[config.mk]
export PLATFORM = sky130hd
export DESIGN_NAME = ccv_value_regs
export DESIGN_NICKNAME = d
export VERILOG_FILES = /design/src/rtl/ccv_pkg.sv /design/src/rtl/ccv_decode.sv /design/src/rtl/ccv_value_regs.sv
export SDC_FILE = /design/constraint.sdc
export NUM_CORES = 1
export LEC_CHECK = 0
export ABC_AREA = 1
export BUFFER_PORTS_ARGS = -buffer_cell sky130_fd_sc_hd__buf_2
export CAP_MARGIN = 10
export CORE_ASPECT_RATIO = 0.8
export CORE_UTILIZATION = 30
export CTS_CLUSTER_DIAMETER = 120
export CTS_CLUSTER_SIZE = 8
export DETAILED_ROUTE_END_ITERATION = 8
export PLACE_DENSITY_LB_ADDON = 0.3
export SLEW_MARGIN = 20
export SYNTH_ARGS = -nofsm -noshare
export SYNTH_HDL_FRONTEND = slang
export SYNTH_HIERARCHICAL = 1
export SYNTH_SLANG_ARGS = --single-unit
[constraint.sdc]
create_clock -name ref_clk -period 2.6 [get_ports ref_clk]
set_clock_uncertainty 0.05 [all_clocks]
set_input_delay 0.78 -clock ref_clk [delete_from_list [all_inputs] [get_ports ref_clk]]
set_output_delay 0.78 -clock ref_clk [all_outputs]
set_load 0.03 [all_outputs]
[src/rtl/ccv_pkg.sv]
package ccv_pkg;

  localparam int unsigned CCV_NUM_CHAN   = 6;
  localparam int unsigned CCV_CHAN_W     = 3;
  localparam int unsigned CCV_BYTE_W     = 8;
  localparam int unsigned CCV_VALUE_W    = 16;

  // All value registers sit on one register page
  localparam logic [7:0]  CCV_SFR_PAGE   = 8'h00;

  // Low and high byte addresses, channel 0 in the lowest slot
  localparam logic [CCV_NUM_CHAN-1:0][7:0] CCV_LOW_ADDR = {
    8'hCE, 8'hFD, 8'hED, 8'hEB, 8'hE9, 8'hFB
  };
  localparam logic [CCV_NUM_CHAN-1:0][7:0] CCV_HIGH_ADDR = {
    8'hCF, 8'hFE, 8'hEE, 8'hEC, 8'hEA, 8'hFC
  };

  // Field positions of the 16-bit value
  localparam int unsigned CCV_LOW_LSB    = 0;
  localparam int unsigned CCV_HIGH_LSB   = 8;

  // Reset values
  localparam logic [7:0]  CCV_BYTE_RST   = 8'h00;
  localparam logic [15:0] CCV_VALUE_RST  = 16'h0000;
  localparam logic        CCV_ENABLE_RST = 1'b0;
  localparam logic [7:0]  CCV_RDATA_IDLE = 8'h00;

  typedef enum logic {
    CCV_BYTE_LOW  = 1'b0,
    CCV_BYTE_HIGH = 1'b1
  } ccv_byte_e;

  typedef logic [CCV_NUM_CHAN-1:0][CCV_VALUE_W-1:0] ccv_value_bank_t;

  // Register bus request: page, address, strobes and write data
  typedef struct packed {
    logic [7:0] page;
    logic [7:0] addr;
    logic       wr;
    logic       rd;
    logic [7:0] wdata;
  } ccv_sfr_req_s;

  // Register bus answer: read data and claim of the address
  typedef struct packed {
    logic [7:0] rdata;
    logic       hit;
  } ccv_sfr_rsp_s;

endpackage

[src/rtl/ccv_decode.sv]
`timescale 1ns/1ps
`default_nettype none

// Maps a page and address onto a channel and a byte lane
module ccv_decode
  import ccv_pkg::*;
(
  input  wire logic [7:0]            page,
  input  wire logic [7:0]            addr,
  output logic                       hit,
  output logic [CCV_CHAN_W-1:0]      chan,
  output ccv_byte_e                  byte_sel
);

  function automatic logic match_addr(input logic [7:0] a, input logic [7:0] ref_a);
    match_addr = (a == ref_a);
  endfunction

  always_comb begin
    hit      = 1'b0;
    chan     = '0;
    byte_sel = CCV_BYTE_LOW;
    if (page == CCV_SFR_PAGE) begin
      for (int i = 0; i < CCV_NUM_CHAN; i++) begin
        if (match_addr(addr, CCV_LOW_ADDR[i])) begin
          hit      = 1'b1;
          chan     = CCV_CHAN_W'(i);
          byte_sel = CCV_BYTE_LOW;
        end
        if (match_addr(addr, CCV_HIGH_ADDR[i])) begin
          hit      = 1'b1;
          chan     = CCV_CHAN_W'(i);
          byte_sel = CCV_BYTE_HIGH;
        end
      end
    end
  end

endmodule

`default_nettype wire

[src/rtl/ccv_value_regs.sv]
`timescale 1ns/1ps
`default_nettype none

//Function
// - Each channel's low-byte register holds bits 7 to 0 of that channel's 16-bit match value.
// - Each channel's high-byte register holds bits 15 to 8 of that channel's 16-bit match value.
// - The low-byte address may instead reach the low byte of the channel's PWM auto-reload value.
// - The high-byte address may instead reach the high byte of the channel's PWM auto-reload value.
// - The reload access select bit steers both byte addresses to the match value or the reload value.
// - A software write to a channel's low byte also clears that channel's comparator enable.
// - A software write to a channel's high byte also sets that channel's comparator enable.
// - Six channels each have read/write low and high bytes on page 0x00, all resetting to zero.
module ccv_value_regs
  import ccv_pkg::*;
(
  input  wire logic                      ref_clk,
  input  wire logic                      arst_n,
  input  wire ccv_sfr_req_s              sfr_req,
  input  wire logic                      reload_access_select,
  input  wire logic [CCV_VALUE_W-1:0]    counter_value,
  input  wire logic [CCV_NUM_CHAN-1:0]   capture_event,
  input  wire logic [CCV_NUM_CHAN-1:0]   mode_enable_wr,
  input  wire logic [CCV_NUM_CHAN-1:0]   mode_enable_val,
  output ccv_sfr_rsp_s                   sfr_rsp,
  output ccv_value_bank_t                channel_match_value,
  output ccv_value_bank_t                reload_value,
  output logic [CCV_NUM_CHAN-1:0]        comparator_enable
);

  logic                  dec_hit;
  logic [CCV_CHAN_W-1:0] dec_chan;
  ccv_byte_e             dec_byte;

  ccv_decode u_decode (
    .page     (sfr_req.page),
    .addr     (sfr_req.addr),
    .hit      (dec_hit),
    .chan     (dec_chan),
    .byte_sel (dec_byte)
  );

  // Byte helpers shared by the write and read paths
  function automatic logic [CCV_BYTE_W-1:0] get_byte(input logic [CCV_VALUE_W-1:0] v,
                                                     input ccv_byte_e               b);
    if (b == CCV_BYTE_HIGH) begin
      get_byte = v[CCV_HIGH_LSB +: CCV_BYTE_W];
    end else begin
      get_byte = v[CCV_LOW_LSB +: CCV_BYTE_W];
    end
  endfunction

  function automatic logic [CCV_VALUE_W-1:0] put_byte(input logic [CCV_VALUE_W-1:0] v,
                                                      input ccv_byte_e               b,
                                                      input logic [CCV_BYTE_W-1:0]  d);
    logic [CCV_VALUE_W-1:0] r;
    r = v;
    if (b == CCV_BYTE_HIGH) begin
      r[CCV_HIGH_LSB +: CCV_BYTE_W] = d;
    end else begin
      r[CCV_LOW_LSB +: CCV_BYTE_W] = d;
    end
    put_byte = r;
  endfunction

  // Per-channel write strobes split by target
  logic [CCV_NUM_CHAN-1:0] wr_match;
  logic [CCV_NUM_CHAN-1:0] wr_reload;
  logic [CCV_NUM_CHAN-1:0] wr_any;

  always_comb begin
    wr_match  = '0;
    wr_reload = '0;
    wr_any    = '0;
    for (int i = 0; i < CCV_NUM_CHAN; i++) begin
      if (sfr_req.wr && dec_hit && (dec_chan == CCV_CHAN_W'(i))) begin
        wr_any[i] = 1'b1;
        if (reload_access_select) begin
          wr_reload[i] = 1'b1;
        end else begin
          wr_match[i] = 1'b1;
        end
      end
    end
  end

  // Next values of the match bank
  ccv_value_bank_t next_match;

  always_comb begin
    next_match = channel_match_value;
    for (int i = 0; i < CCV_NUM_CHAN; i++) begin
      if (capture_event[i]) begin
        next_match[i] = counter_value;
      end else if (wr_match[i]) begin
        next_match[i] = put_byte(channel_match_value[i], dec_byte, sfr_req.wdata);
      end
    end
  end

  always_ff @(posedge ref_clk or negedge arst_n) begin
    if (!arst_n) begin
      channel_match_value <= {CCV_NUM_CHAN{CCV_VALUE_RST}};
    end else begin
      channel_match_value <= next_match;
    end
  end

  // Next values of the auto-reload bank
  ccv_value_bank_t next_reload;

  always_comb begin
    next_reload = reload_value;
    for (int i = 0; i < CCV_NUM_CHAN; i++) begin
      if (wr_reload[i]) begin
        next_reload[i] = put_byte(reload_value[i], dec_byte, sfr_req.wdata);
      end
    end
  end

  always_ff @(posedge ref_clk or negedge arst_n) begin
    if (!arst_n) begin
      reload_value <= {CCV_NUM_CHAN{CCV_VALUE_RST}};
    end else begin
      reload_value <= next_reload;
    end
  end

  // Comparator enable: byte writes override a same-cycle mode write
  logic [CCV_NUM_CHAN-1:0] next_enable;

  always_comb begin
    next_enable = comparator_enable;
    for (int i = 0; i < CCV_NUM_CHAN; i++) begin
      if (mode_enable_wr[i]) begin
        next_enable[i] = mode_enable_val[i];
      end
      if (wr_any[i]) begin
        if (dec_byte == CCV_BYTE_HIGH) begin
          next_enable[i] = 1'b1;
        end else begin
          next_enable[i] = 1'b0;
        end
      end
    end
  end

  always_ff @(posedge ref_clk or negedge arst_n) begin
    if (!arst_n) begin
      comparator_enable <= {CCV_NUM_CHAN{CCV_ENABLE_RST}};
    end else begin
      comparator_enable <= next_enable;
    end
  end

  // Read path: data registered one cycle after the read strobe
  logic [CCV_BYTE_W-1:0] next_rdata;

  always_comb begin
    next_rdata = CCV_RDATA_IDLE;
    for (int i = 0; i < CCV_NUM_CHAN; i++) begin
      if (dec_chan == CCV_CHAN_W'(i)) begin
        if (reload_access_select) begin
          next_rdata = get_byte(reload_value[i], dec_byte);
        end else begin
          next_rdata = get_byte(channel_match_value[i], dec_byte);
        end
      end
    end
  end

  always_ff @(posedge ref_clk or negedge arst_n) begin
    if (!arst_n) begin
      sfr_rsp.rdata <= CCV_RDATA_IDLE;
      sfr_rsp.hit   <= 1'b0;
    end else if (sfr_req.rd && dec_hit) begin
      sfr_rsp.rdata <= next_rdata;
      sfr_rsp.hit   <= 1'b1;
    end else begin
      sfr_rsp.rdata <= CCV_RDATA_IDLE;
      sfr_rsp.hit   <= 1'b0;
    end
  end

endmodule

`default_nettype wire

## Yosys cells after proc, flatten, opt, wreduce, memory -nomap -nowiden

Cells that the tools add are included.
Widths: inputs -> output; s select.

| word-level totals | value |
|---|---|
| output and inout port bits | 207 |
| register bits after elaboration | 207 |

| cells by class | value |
|---|---|
| eq/ne operators | 23 |
| bitwise logic cells | 1 |
| multiplexer cells | 108 |
| reduce and logical (&&, ||, !) cells | 52 |

Operators with widths:

| operator | number |
|---|---|
| $mux 8 | 26 |
| $mux 16 | 12 |
| $eq 8x8->1 const B | 12 |
| $mux 1 | 60 |
| $reduce_and 2->1 | 24 |
| $reduce_bool 2->1 | 18 |
| $mux 3 | 5 |
| $ne 2x2->1 const B | 6 |
| $mux 9 | 1 |
| $logic_and 1x1->1 | 8 |
| $logic_not 8->1 | 1 |
| $mux 2 | 4 |
| $eq 3x2->1 const B | 2 |
| $eq 3x3->1 const B | 2 |
| $eq 3x1->1 const B | 1 |
| $logic_not 3->1 | 1 |
| $not 1->1 | 1 |

## Depth between registers and ports, before layout

Gate-level depths: netlist (run 1).

| depth | value |
|---|---|
| depth after elaboration | 22 |
| depth in mapped cells | 17 |
| mapped depth without buffers | 16 |

## Cells and area by module

Netlist (run 1), hierarchy kept.

Modules (own cells, without submodules):

| module | cells an instance | area an instance (um^2) | sequential area each (um^2) | instances |
|---|---|---|---|---|
| ccv_value_regs | 1374 | 10405.0 | 5180.0 | 1 |
| ccv_decode | 61 | 276.5 | 0.0 | 1 |

## Least setup slack after synthesis (run 1)

No wires, ideal clock.

| path | value |
|---|---|
| path type | input -> register |
| from | input sfr_req[14] in the netlist's numbering |
| to | register reload_value[85] in the netlist's numbering |
| arrival time | 2446 ps |
| required time | 2415 ps |
| setup slack | -30 ps |
| stages | 15 |
| setup time | 135 ps |
| cells stage by stage | inv_1 nand2_1 nor2_4 nand2_1 nand2_2 nor2_1 a21oi_1 nand3_4 nor2_2 nand2_1 inv_2 nand2_2 buf_2 nand2_1 o21ai_0 |

| between the ends | value |
|---|---|
| elaborated cells on any way between the ends | 54 |
| classes of those cells | eq/ne: 13; mux: 37; bitwise: 1; reduce/logical: 3 |

RTL lines:

| what | line | source |
|---|---|---|
| start: declaration | ccv_value_regs.sv:18 | `input wire ccv_sfr_req_s sfr_req,` |
| $eq 8x8->1 | ccv_decode.sv:16 | `match_addr = (a == ref_a);` |
| $mux 1 | ccv_decode.sv:25 | `if (match_addr(addr, CCV_LOW_ADDR[i])) begin` |
| $mux 1 | ccv_decode.sv:30 | `if (match_addr(addr, CCV_HIGH_ADDR[i])) begin` |
| $mux 2 | ccv_decode.sv:25 |  |
| $mux 2 | ccv_decode.sv:30 |  |
| $mux 2 | ccv_decode.sv:25 |  |
| $mux 2 | ccv_decode.sv:30 |  |
| $mux 3 | ccv_decode.sv:25 |  |
| $mux 3 | ccv_decode.sv:30 |  |
| $mux 3 | ccv_decode.sv:25 |  |
| $mux 3 * | ccv_decode.sv:30 |  |
| $mux 3 * | ccv_decode.sv:23 | `if (page == CCV_SFR_PAGE) begin` |
| named net dec_chan[0] | ccv_value_regs.sv:31 | `logic [CCV_CHAN_W-1:0] dec_chan;` |
| $eq 3x3->1 * | ccv_value_regs.sv:75 | `if (sfr_req.wr && dec_hit && (dec_chan == CCV_CHAN_W'(i))) begin` |
| $logic_and 1x1->1 * | ccv_value_regs.sv:75 |  |
| $mux 1 * | ccv_value_regs.sv:75 |  |
| $reduce_and 2->1 (no source line) * | -- |  |
| end signal: assignment | ccv_value_regs.sv:122 | `reload_value <= {CCV_NUM_CHAN{CCV_VALUE_RST}};` |
| end signal: assignment | ccv_value_regs.sv:124 | `reload_value <= next_reload;` |
| end: declaration | ccv_value_regs.sv:26 | `output ccv_value_bank_t reload_value,` |

The timed path passes the listed nets; every way through them passes the cells marked *.
A chain may end at the register's enable or synchronous reset.

## Final worst setup path (run 1)

| path | value |
|---|---|
| from | input sfr_req[21] in the netlist's numbering |
| to | register sfr_rsp[8] in the netlist's numbering |

| between the ends | value |
|---|---|
| longest elaborated chain between the ends | 11 |
| elaborated cells on any way between the ends | 36 |
| classes of those cells | eq/ne: 5; mux: 28; reduce/logical: 3 |

Ends and longest elaborated chain:

| what | line | source |
|---|---|---|
| $logic_not 8->1 * | ccv_decode.sv:23 |  |
| $mux 1 * | ccv_decode.sv:23 |  |
| named net dec_byte | ccv_value_regs.sv:32 | `ccv_byte_e dec_byte;` |
| $mux 8 | ccv_value_regs.sv:45 | `if (b == CCV_BYTE_HIGH) begin` |
| $mux 8 | ccv_value_regs.sv:162 | `if (reload_access_select) begin` |
| $mux 8 (5 in series) | ccv_value_regs.sv:161 | `if (dec_chan == CCV_CHAN_W'(i)) begin` |
| $mux 8 * | ccv_value_regs.sv:161 |  |
| $mux 9 * | ccv_value_regs.sv:175 | `end else if (sfr_req.rd && dec_hit) begin` |
| end: declaration | ccv_value_regs.sv:24 | `output ccv_sfr_rsp_s sfr_rsp,` |

Marks and branches as above.

==> results of run 1 <==
## routing by layer
metal	wire length, um	share of wire (%)	GRT usage (%)	vias to the layer above
li1	-	-	-	5377
met1	20200	43	35.7	5312
met2	19800	43	37.9	558
met3	4710	10	5.95	99
met4	1740	3.7	9.10	4
met5	31	0.067	0	-
## cell families after synthesis
logic type,Yosys count,synth area share (%)
AOI/OAI and AO/OA,327,16.1
and+or+nand+nor,722,28.2
buffers and inverters,174,6.68
DFF,207,48.5
muxes,5,0.527
## power by group through the flow
stage | clock, mW | combinational (mW) | sequential (mW)
finish | 3.31 | 1.35 | 3.55
global route | 3.48 | 1.46 | 3.57
CTS | 3.35 | 1.35 | 3.55
detailed placement | 0 | 1.35 | 3.60
global placement | 0 | 1.33 | 3.60
floorplan | 0 | 0.413 | 3.87
## cell usage in the layout (no fill, tap or decap), drive strengths merged
master | netlist | routed
mux2 | 5 | 5
buf | 44 | 388
o211ai | 15 | 15
clkbuf | 39 | 31
clkinv | 2 | 3
a31oi | 5 | 5
nor2 | 120 | 120
o21ai | 219 | 219
diode | 0 | 1
nor3 | 2 | 2
nand2 | 471 | 471
dfrtp | 207 | 207
nand4 | 10 | 10
inv | 89 | 89
o221ai | 2 | 2
a21oi | 84 | 84
nand3 | 119 | 119
a22oi | 2 | 2
## synthesized netlist by cell type
library cell	instances	area, um^2
nand4_1	10	62.6
inv_2	9	33.8
nor2_1	110	413
dfrtp_1	207	5180
nand2_2	10	62.6
o211ai_1	15	113
nor2_2	5	31.3
buf_2	36	180
clkinv_1	2	7.51
o21ai_0	155	776
nor2_4	5	56.3
clkbuf_1	39	146
buf_4	4	30.0
o21ai_1	64	320
nand3_1	113	566
buf_1	4	15.0
a21oi_2	3	26.3
a21oi_1	81	405
nand3_4	1	17.5
nand2_1	461	1730
a31oi_1	2	12.5
a31oi_2	3	37.5
mux2_2	5	56.3
a22oi_1	2	15.0
inv_1	80	300
o221ai_1	2	17.5
nand3_2	5	50.1
nor3_2	2	20.0
## timing repair
action | in CTS | in global routing
endpoints found under the setup margin | 0 | 32
gates resized for setup | 0 | 10
hold buffers | 0 | 0
buffers inserted | 0 | 3
## worst paths after layout
path	endpoint	slack (ns)	cells past startpoint	from
max	sfr_rsp[8]$_DFF_PN0_	0.12	16	sfr_req[21]
min	channel_match_value[95]$_DFFE_PN0P_	0.13	1	arst_n
max reg2reg	sfr_rsp[6]$_DFF_PN0_	1.14	8	channel_match_value[5]$_DFFE_PN0P_
min reg2reg	reload_value[78]$_DFFE_PN0P_	0.46	2	reload_value[78]$_DFFE_PN0P_
max in group asynchronous	reload_value[40]$_DFFE_PN0P_	1.63	2	arst_n
min in group ref_clk	comparator_enable[5]$_DFFE_PN0P_	0.44	3	mode_enable_val[5]
## worst max-delay path, cell delays in order
cell,delay [ns]
buf_2,0.10
nor2_1,0.11
nand4_1,0.23
inv_2,0.15
nand2_1,0.09
nor2_4,0.15
clkinv_2,0.09
buf_12,0.17
buf_12,0.16
nand2_1,0.06
nand3_1,0.17
nand2_1,0.12
nand2_1,0.05
nand3_1,0.07
nand2_1,0.11
a21oi_1,0.23
## per-stage QoR
stage / instance area, um^2 / util [%]
floorplan: 10700 / -
global placement: 13400 / 38.5
detailed placement: 13400 / 38.5
CTS: 14200 / 40.6
global route: 14200 / 40.7
finish: 14200 / 40.7
## flip-flops by register name (all words and copies together) (netlist names)
register,cells
sfr_rsp,9
channel_match_value,96
reload_value,96
comparator_enable,6
## cell type report
type / count / area [um^2]
multi-input combinational: 1054 / 4820
fill: 3672 / 20700
clock inverter: 1 / 8.76
inverter: 91 / 343
timing repair buffer: 389 / 2530
antenna: 1 / 2.50
clock buffer: 30 / 729
sequential: 207 / 5180
tap: 472 / 591
==> summary.txt, run 1 <==
Floorplan
  – Total core area: 34900 um^2
  – Initial Util: 30.6%
  – Die Ht: 171 um
  – Top Ports: 270
  – Rows: 61
  – Die Footprint: 36400 um^2
  – Chip Width: 213 um

Clocking
  – Clk sinks: 207
  – Clk buf depth: 3
  – CTS Buf Count: 29
  – CTS tree: done
  – H-tree Lvls: 1
  – CTS Root Cell: clkbuf_16
  – Worst skew pair latency: 0.55 ns
  – Clock Pin Slew Worst Setup and Hold Paths: 0.05 ns

STA
  – Hold Worst Slack: 0.133 ns
  – RSZ-0062 raised after global routing: no
  – Slew @ Worst Pin: 0.637 ns
  – Final setup vio count: 0
  – Final Cycle Share: 95.5%
  – Fin crit period: 2.48 ns
  – Max Slew Vio Count: 0
  – Max-slew headroom: 57.5%
  – Achievable Freq: 403 MHz
  – Final setup margin: 0.117 ns
  – Setup TNS: 0 ns
  – Hold Fails Final Rpt: 0

Synthesis
  – Post-synthesis cell area: 10700 um^2
  – Yosys cell types: 28
  – Synth Instances: 1435
  – Synth Warn #: 6
  – Syn Nets: 1498
  – Syn_area_per_cell: 7.44 um^2
  – Sequential share of the synthesized area: 48.5%
  – Synth Register Bits: 207

Power and ir drop
  – Combinational share of power: 16.5%
  – Pwr dens: 578 nW/um^2
  – Sw Share: 30.5%
  – Max IR drop VDD: 0.000433 V
  – NetSw: 2.50 mW
  – Total power: 8.21 mW
  – Clock network fraction of total power: 40.3%
  – Leakage: 7.20 nW
  – Reg power frac: 43.2%
  – Pint: 5.71 mW

Run
  – Max cap viols: 0

Final layout
  – Area grow syn2layout: 33.0%
  – Share of cells above drive strength 1: 26.8%
  – Finished Layout Cells: 2245
  – Final net count: 1835

Placed design
  – DP HPWL: 34.8 mm
  – Place WS: -0.510 ns
  – Placer congestion estimate: 0.902
  – DP Cell Count: 2210
  – IO Port Bufs: 269

Critical path
  – Setup crit end kind: register
  – Worst Path Arrival: 2.86 ns
  – Critical path type: in2reg
  – WP data required: 2.98 ns
  – Crit-path max FO: 21
  – Startpoint types: input pin

Global routing
  – Vias in the first global route: 10700
  – Pin count of the biggest net entering global routing: 53
  – Wire length of the first global-routing pass: 67.9 mm
  – Number of antenna violations at the first check in global routing: 2
  – Global route overflow: 0
  – Total global-route track usage: 25.4%

Detailed routing
  – First-pass detailed-route iteration total: 6
  – Vias/cell: 5.06
  – ANT nets after route: 0
  – Drt drc: 0
  – Vias: 11400
  – Final wirelength: 46.5 mm
  – Avg WL per Cell: 20.7 um
  – Violation count after the first detailed-route iteration: 1053

Run status
  – Status: finished, final reports clean

Worst hold path
  – Worst min path class: in2async
No activity file was read; power rests on OpenSTA's default activity.
==> run 2, diff against run 1 <==
- CELL_PAD_IN_SITES_DETAIL_PLACEMENT: not set -> 2
- CELL_PAD_IN_SITES_GLOBAL_PLACEMENT: not set -> 2
- PLACE_DENSITY_LB_ADDON: 0.3 -> 0.15
==> summary.txt, run 2 (synthesis gave the netlist of run 1 again) <==
Floorplan
  – Rows: 61
  – Top Ports: 270
  – Total core area: 34900 um^2
  – Die Footprint: 36400 um^2
  – Die Ht: 171 um
  – Chip Width: 213 um
  – Initial Util: 30.6%

Global routing
  – Pin count of the biggest net entering global routing: 53
  – Global route overflow: 0
  – Vias in the first global route: 12300
  – Wire length of the first global-routing pass: 79.5 mm
  – Total global-route track usage: 29.8%
  – Number of antenna violations at the first check in global routing: 1

Power and ir drop
  – Clock network fraction of total power: 40.2%
  – Leakage: 7.25 nW
  – Max IR drop VDD: 0.000400 V
  – Total power: 8.29 mW
  – Combinational share of power: 16.6%
  – Reg power frac: 43.2%
  – NetSw: 2.59 mW
  – Sw Share: 31.2%
  – Pwr dens: 579 nW/um^2
  – Pint: 5.70 mW

Clocking
  – H-tree Lvls: 1
  – Clk buf depth: 3
  – Clk sinks: 207
  – Hold-fix buffers, CTS: 0
  – Worst skew pair latency: 0.56 ns
  – Clock Pin Slew Worst Setup and Hold Paths: 0.06 ns
  – CTS Buf Count: 29
  – CTS Root Cell: clkbuf_16
  – CTS tree: done

Placed design
  – DP HPWL: 40.7 mm
  – Place WS: -0.621 ns
  – IO Port Bufs: 269
  – Placed cell areas: 13500 um^2
  – Placer congestion estimate: 0.894

Final layout
  – Share of cells above drive strength 1: 27.1%
  – # diodes: 0
  – Design Area, Final: 14300 um^2
  – Most frequent cells in the layout: nand2_1, buf_2, dfrtp_1
  – Commonest non-fill, non-tap cell in the layout: nand2_1
  – Area grow syn2layout: 34.1%
  – Regs by FF count: channel_match_value: 96 flops, reload_value: 96 flops, sfr_rsp: 9 flops
  – Final net count: 1841
  – Final core utilization: 41.1%

Critical path
  – Worst r2r dst: sfr_rsp[2]$_DFF_PN0_
  – Crit-path max FO: 15
  – Worst Path Arrival: 2.90 ns
  – Critical path type: in2reg
  – Setup crit end kind: register
  – Worst R2R Start: channel_match_value[1]$_DFFE_PN0P_
  – WP data required: 3.02 ns
  – Cells on worst reg2reg path: 8
  – CP startpoint: sfr_req[10]
  – Startpoint types: input pin
  – Register-to-register setup slack: 1.11 ns
  – Critical Path End: sfr_rsp[7]$_DFF_PN0_

STA
  – Fin crit period: 2.48 ns
  – Final Cycle Share: 95.5%
  – Achievable Freq: 403 MHz
  – Final setup vio count: 0
  – RSZ-0062 raised after global routing: yes
  – Max-slew headroom: 44.4%
  – Max Slew Vio Count: 0
  – Slew @ Worst Pin: 0.833 ns
  – Hold Fails Final Rpt: 0
  – Final setup margin: 0.117 ns

Run
  – Max cap viols: 0

Detailed routing
  – Avg WL per Cell: 24.2 um
  – First-pass detailed-route iteration total: 5
  – Violation count after the first detailed-route iteration: 889
  – ANT nets after route: 0
  – Drt drc: 0
  – Vias: 11900
  – Final wirelength: 54.5 mm
  – Vias/cell: 5.30

Worst hold path
  – Worst min path class: in2async

Run status
  – Status: finished, final reports clean
[run 2: area by class of cell]
type | count | area (um^2)
Clock buffer | 30 | 729
Fill cell | 4129 | 20600
Inverter | 91 | 347
Multi-Input combinational cell | 1054 | 4840
Sequential cell | 207 | 5180
Tap cell | 472 | 591
Timing Repair Buffer | 394 | 2640
Timing Repair inverter | 1 | 7.51
[run 2: critical path: stages]
cell and delay, ns:
buf_2 0.11, inv_1 0.08, nand2_1 0.11, nor2_4 0.13, nand2_2 0.08, nand4_1 0.11, nor2_1 0.07, nor2_4 0.16
clkinv_2 0.16, buf_4 0.22, buf_4 0.16, nand2_1 0.05, nand3_1 0.11, nand2_1 0.10, nand2_1 0.08, nand3_1 0.09
nand2_1 0.12, a21oi_1 0.16
[run 2: timing repair]
item	4_1_cts	5_1_grt
hold endpoints to repair	0	0
gates cloned	0	2
pin swaps	0	3
gates resized for setup	1	16
setup endpoints to repair	1	60
setup buffers	0	5
[run 2: per-layer routing]
layer	track usage (%)	share of wire (%)	vias to the layer above
met4	8.76	2.9	2
met5	0	0.024	-
li1	-	-	5376
met3	3.82	5.4	87
met2	46.3	45	376
met1	43.0	47	6072
[run 2: worst min-delay path by stage]
stage,end
2_1_floorplan,channel_match_value[0]$_DFFE_PN0P_
3_3_place_gp,reload_value[19]$_DFFE_PN0P_
3_5_place_dp,reload_value[77]$_DFFE_PN0P_
4_1_cts,reload_value[10]$_DFFE_PN0P_
5_1_grt,reload_value[22]$_DFFE_PN0P_
6_report,reload_value[22]$_DFFE_PN0P_
[run 2: per-stage QoR]
step | setup TNS [ns] | std cells | hold WS (ns)
2_1_floorplan | 0 | 1435 | 0.434
3_3_place_gp | -48.95 | 2212 | 0.444
5_1_grt | -0.00569 | 2249 | 0.192
3_5_place_dp | -70.43 | 2212 | 0.460
4_1_cts | 0 | 2242 | 0.177
6_report | 0 | 2249 | 0.168
[run 2: power by group through the flow]
stage          registers (mW)  clock network (mW)  logic (mW)
6_report                 3.58                3.33        1.38
5_1_grt                  3.59                3.50        1.47
2_1_floorplan            3.87                   0       0.413
3_3_place_gp             3.62                   0        1.33
3_5_place_dp             3.63                   0        1.37
4_1_cts                  3.58                3.39        1.38
==> run 3, diff against run 2 <==
==> constraint.sdc (replaced) <==
create_clock -name ref_clk -period 2.6 [get_ports ref_clk]
set_clock_uncertainty 0.05 [all_clocks]
set_input_delay 0.13 -clock ref_clk [delete_from_list [all_inputs] [get_ports ref_clk]]
set_output_delay 0.13 -clock ref_clk [all_outputs]
set_load 0.03 [all_outputs]
==> summary.txt, run 3 (synthesis gave the netlist of run 1 again) <==
Run
  – Max cap viols: 0

Global routing
  – Global route overflow: 0
  – Vias in the first global route: 12200
  – Number of antenna violations at the first check in global routing: 2
  – Total global-route track usage: 29.7%
  – Pin count of the biggest net entering global routing: 76
  – Wire length of the first global-routing pass: 79.2 mm

Placed design
  – DP Cell Count: 2136
  – DP HPWL: 38.1 mm
  – IO Port Bufs: 269
  – Place WS: -0.0345 ns
  – Placer congestion estimate: 0.866

Final layout
  – Regs by FF count: channel_match_value: 96 flops, reload_value: 96 flops, sfr_rsp: 9 flops
  – Share of cells above drive strength 1: 22.5%
  – Finished Layout Cells: 2221
  – # diodes: 0
  – Area grow syn2layout: 31.0%
  – Final net count: 1813
  – Commonest non-fill, non-tap cell in the layout: nand2_1
  – Most frequent cells in the layout: nand2_1, buf_2, dfrtp_1

STA
  – Final setup vio count: 0
  – Achievable Freq: 422 MHz
  – Fin crit period: 2.37 ns
  – Final setup margin: 0.231 ns
  – Max-slew headroom: 38.2%
  – Hold Fails Final Rpt: 0
  – Slew @ Worst Pin: 0.926 ns
  – Max Slew Vio Count: 0
  – RSZ-0062 raised after global routing: no
  – Final Cycle Share: 91.1%

Critical path
  – Most used cell, CP: nand2_1
  – Critical path type: in2reg
  – Cells on worst reg2reg path: 4
  – Slowest CP cell: dlygate4sd3_1
  – Critical Path End: channel_match_value[78]$_DFFE_PN0P_
  – Startpoint types: input pin
  – Setup crit end kind: register
  – Crit-path max FO: 25
  – Worst Path Arrival: 2.82 ns
  – Slowest stage delay, CP: 0.58 ns
  – Worst r2r dst: comparator_enable[4]$_DFFE_PN0P_
  – WP data required: 3.05 ns
  – Crit-path cells: buf_2, nor2_1, nand4_1, inv_1, nand2_1, nor2_4, buf_12, nand2_1, inv_1, nand2_1, o211ai_1, dlygate4sd3_1
  – CP startpoint: sfr_req[19]
  – Register-to-register setup slack: 0.86 ns
  – Worst R2R Start: comparator_enable[4]$_DFFE_PN0P_

Clocking
  – H-tree Lvls: 1
  – Clock Pin Slew Worst Setup and Hold Paths: 0.06 ns
  – CTS Buf Count: 29
  – CTS tree: done
  – Clk buf depth: 3
  – CTS Root Cell: clkbuf_16
  – Clk sinks: 207
  – Worst skew pair latency: 0.56 ns

Power and ir drop
  – NetSw: 2.62 mW
  – Combinational share of power: 17.0%
  – Pint: 5.73 mW
  – Sw Share: 31.4%
  – Pwr dens: 597 nW/um^2
  – Clock network fraction of total power: 40.2%
  – Leakage: 7.01 nW
  – Reg power frac: 42.8%
  – Max IR drop VDD: 0.000353 V

Floorplan
  – Top Ports: 270
  – Total core area: 34900 um^2
  – Chip Width: 213 um
  – Die Footprint: 36400 um^2
  – Die Ht: 171 um
  – Initial Util: 30.6%
  – Rows: 61

Detailed routing
  – Drt drc: 0
  – Vias: 11800
  – Violation count after the first detailed-route iteration: 820
  – First-pass detailed-route iteration total: 5
  – Final wirelength: 54.0 mm
  – Vias/cell: 5.31
  – ANT nets after route: 0
  – Avg WL per Cell: 24.3 um

Run status
  – Status: finished, final reports clean

Worst hold path
  – Worst min path class: in2reg
run 3: how the worst min path moves through the flow:
stage	startpoint	to	slack, ns	depth (start not counted)
after global routing	counter_value[11]	channel_match_value[11]$_DFFE_PN0P_	0.01	3
after CTS	counter_value[11]	channel_match_value[27]$_DFFE_PN0P_	0.001	3
after detailed placement	arst_n	reload_value[77]$_DFFE_PN0P_	0.18	1
after floorplan	arst_n	channel_match_value[0]$_DFFE_PN0P_	-0.22	0
final	counter_value[11]	channel_match_value[27]$_DFFE_PN0P_	0.02	3
after global placement	arst_n	reload_value[76]$_DFFE_PN0P_	0.18	1
run 3: repair_timing:
action | in CTS | in global routing
setup endpoints to repair | 0 | 4
resized for setup | 0 | 1
hold buffers | 53 | 0
buffers inserted | 0 | 2
hold endpoints to repair | 126 | 0
run 3: final cells by class:
type                       count  area [um^2]
clock buffer                  30          729
fill                        4064        20900
inverter                      91          344
multi-input combinational   1054         4800
sequential                   207         5180
tap                          472          591
timing repair buffer         367         2350
run 3: stage by stage:
stage | setup TNS, ns | power (mW) | hold WS [ns] | utilization (%) | instance area, um^2
detailed placement | -0.0742 | 4.94 | 0.175 | 36.4 | 12700
floorplan | 0 | 4.28 | -0.216 | - | 10700
global placement | 0 | 4.91 | 0.175 | 36.4 | 12700
finish | 0 | 8.35 | 0.0189 | 40.1 | 14000
CTS | 0 | 8.38 | 0.00142 | 40.1 | 14000
global route | 0 | 8.61 | 0.0149 | 40.1 | 14000
run 3: power by group through the flow:
stage	registers [mW]	clock network [mW]	logic [mW]
after floorplan	3.87	0	0.413
after global placement	3.62	0	1.29
after detailed placement	3.62	0	1.32
after CTS	3.57	3.41	1.41
after global routing	3.58	3.51	1.52
final	3.57	3.36	1.42
run 3: metal layers:
metal	part of all wire (%)	global-route usage, %	wire length, um	up-vias
li1	-	-	-	5321
met3	4.9	3.67	2670	73
met1	47	43.3	25600	6065
met4	2.2	7.32	1210	4
met2	45	46.4	24400	340
met5	0.048	0	26	-
run 3: critical path, delay by kind of cell:
| kind | cells | cell delay (ns) |
|---|---|---|
| simple gates | 6 | 1.03 |
| buf+inv | 5 | 1.35 |
| compound gates | 1 | 0.30 |
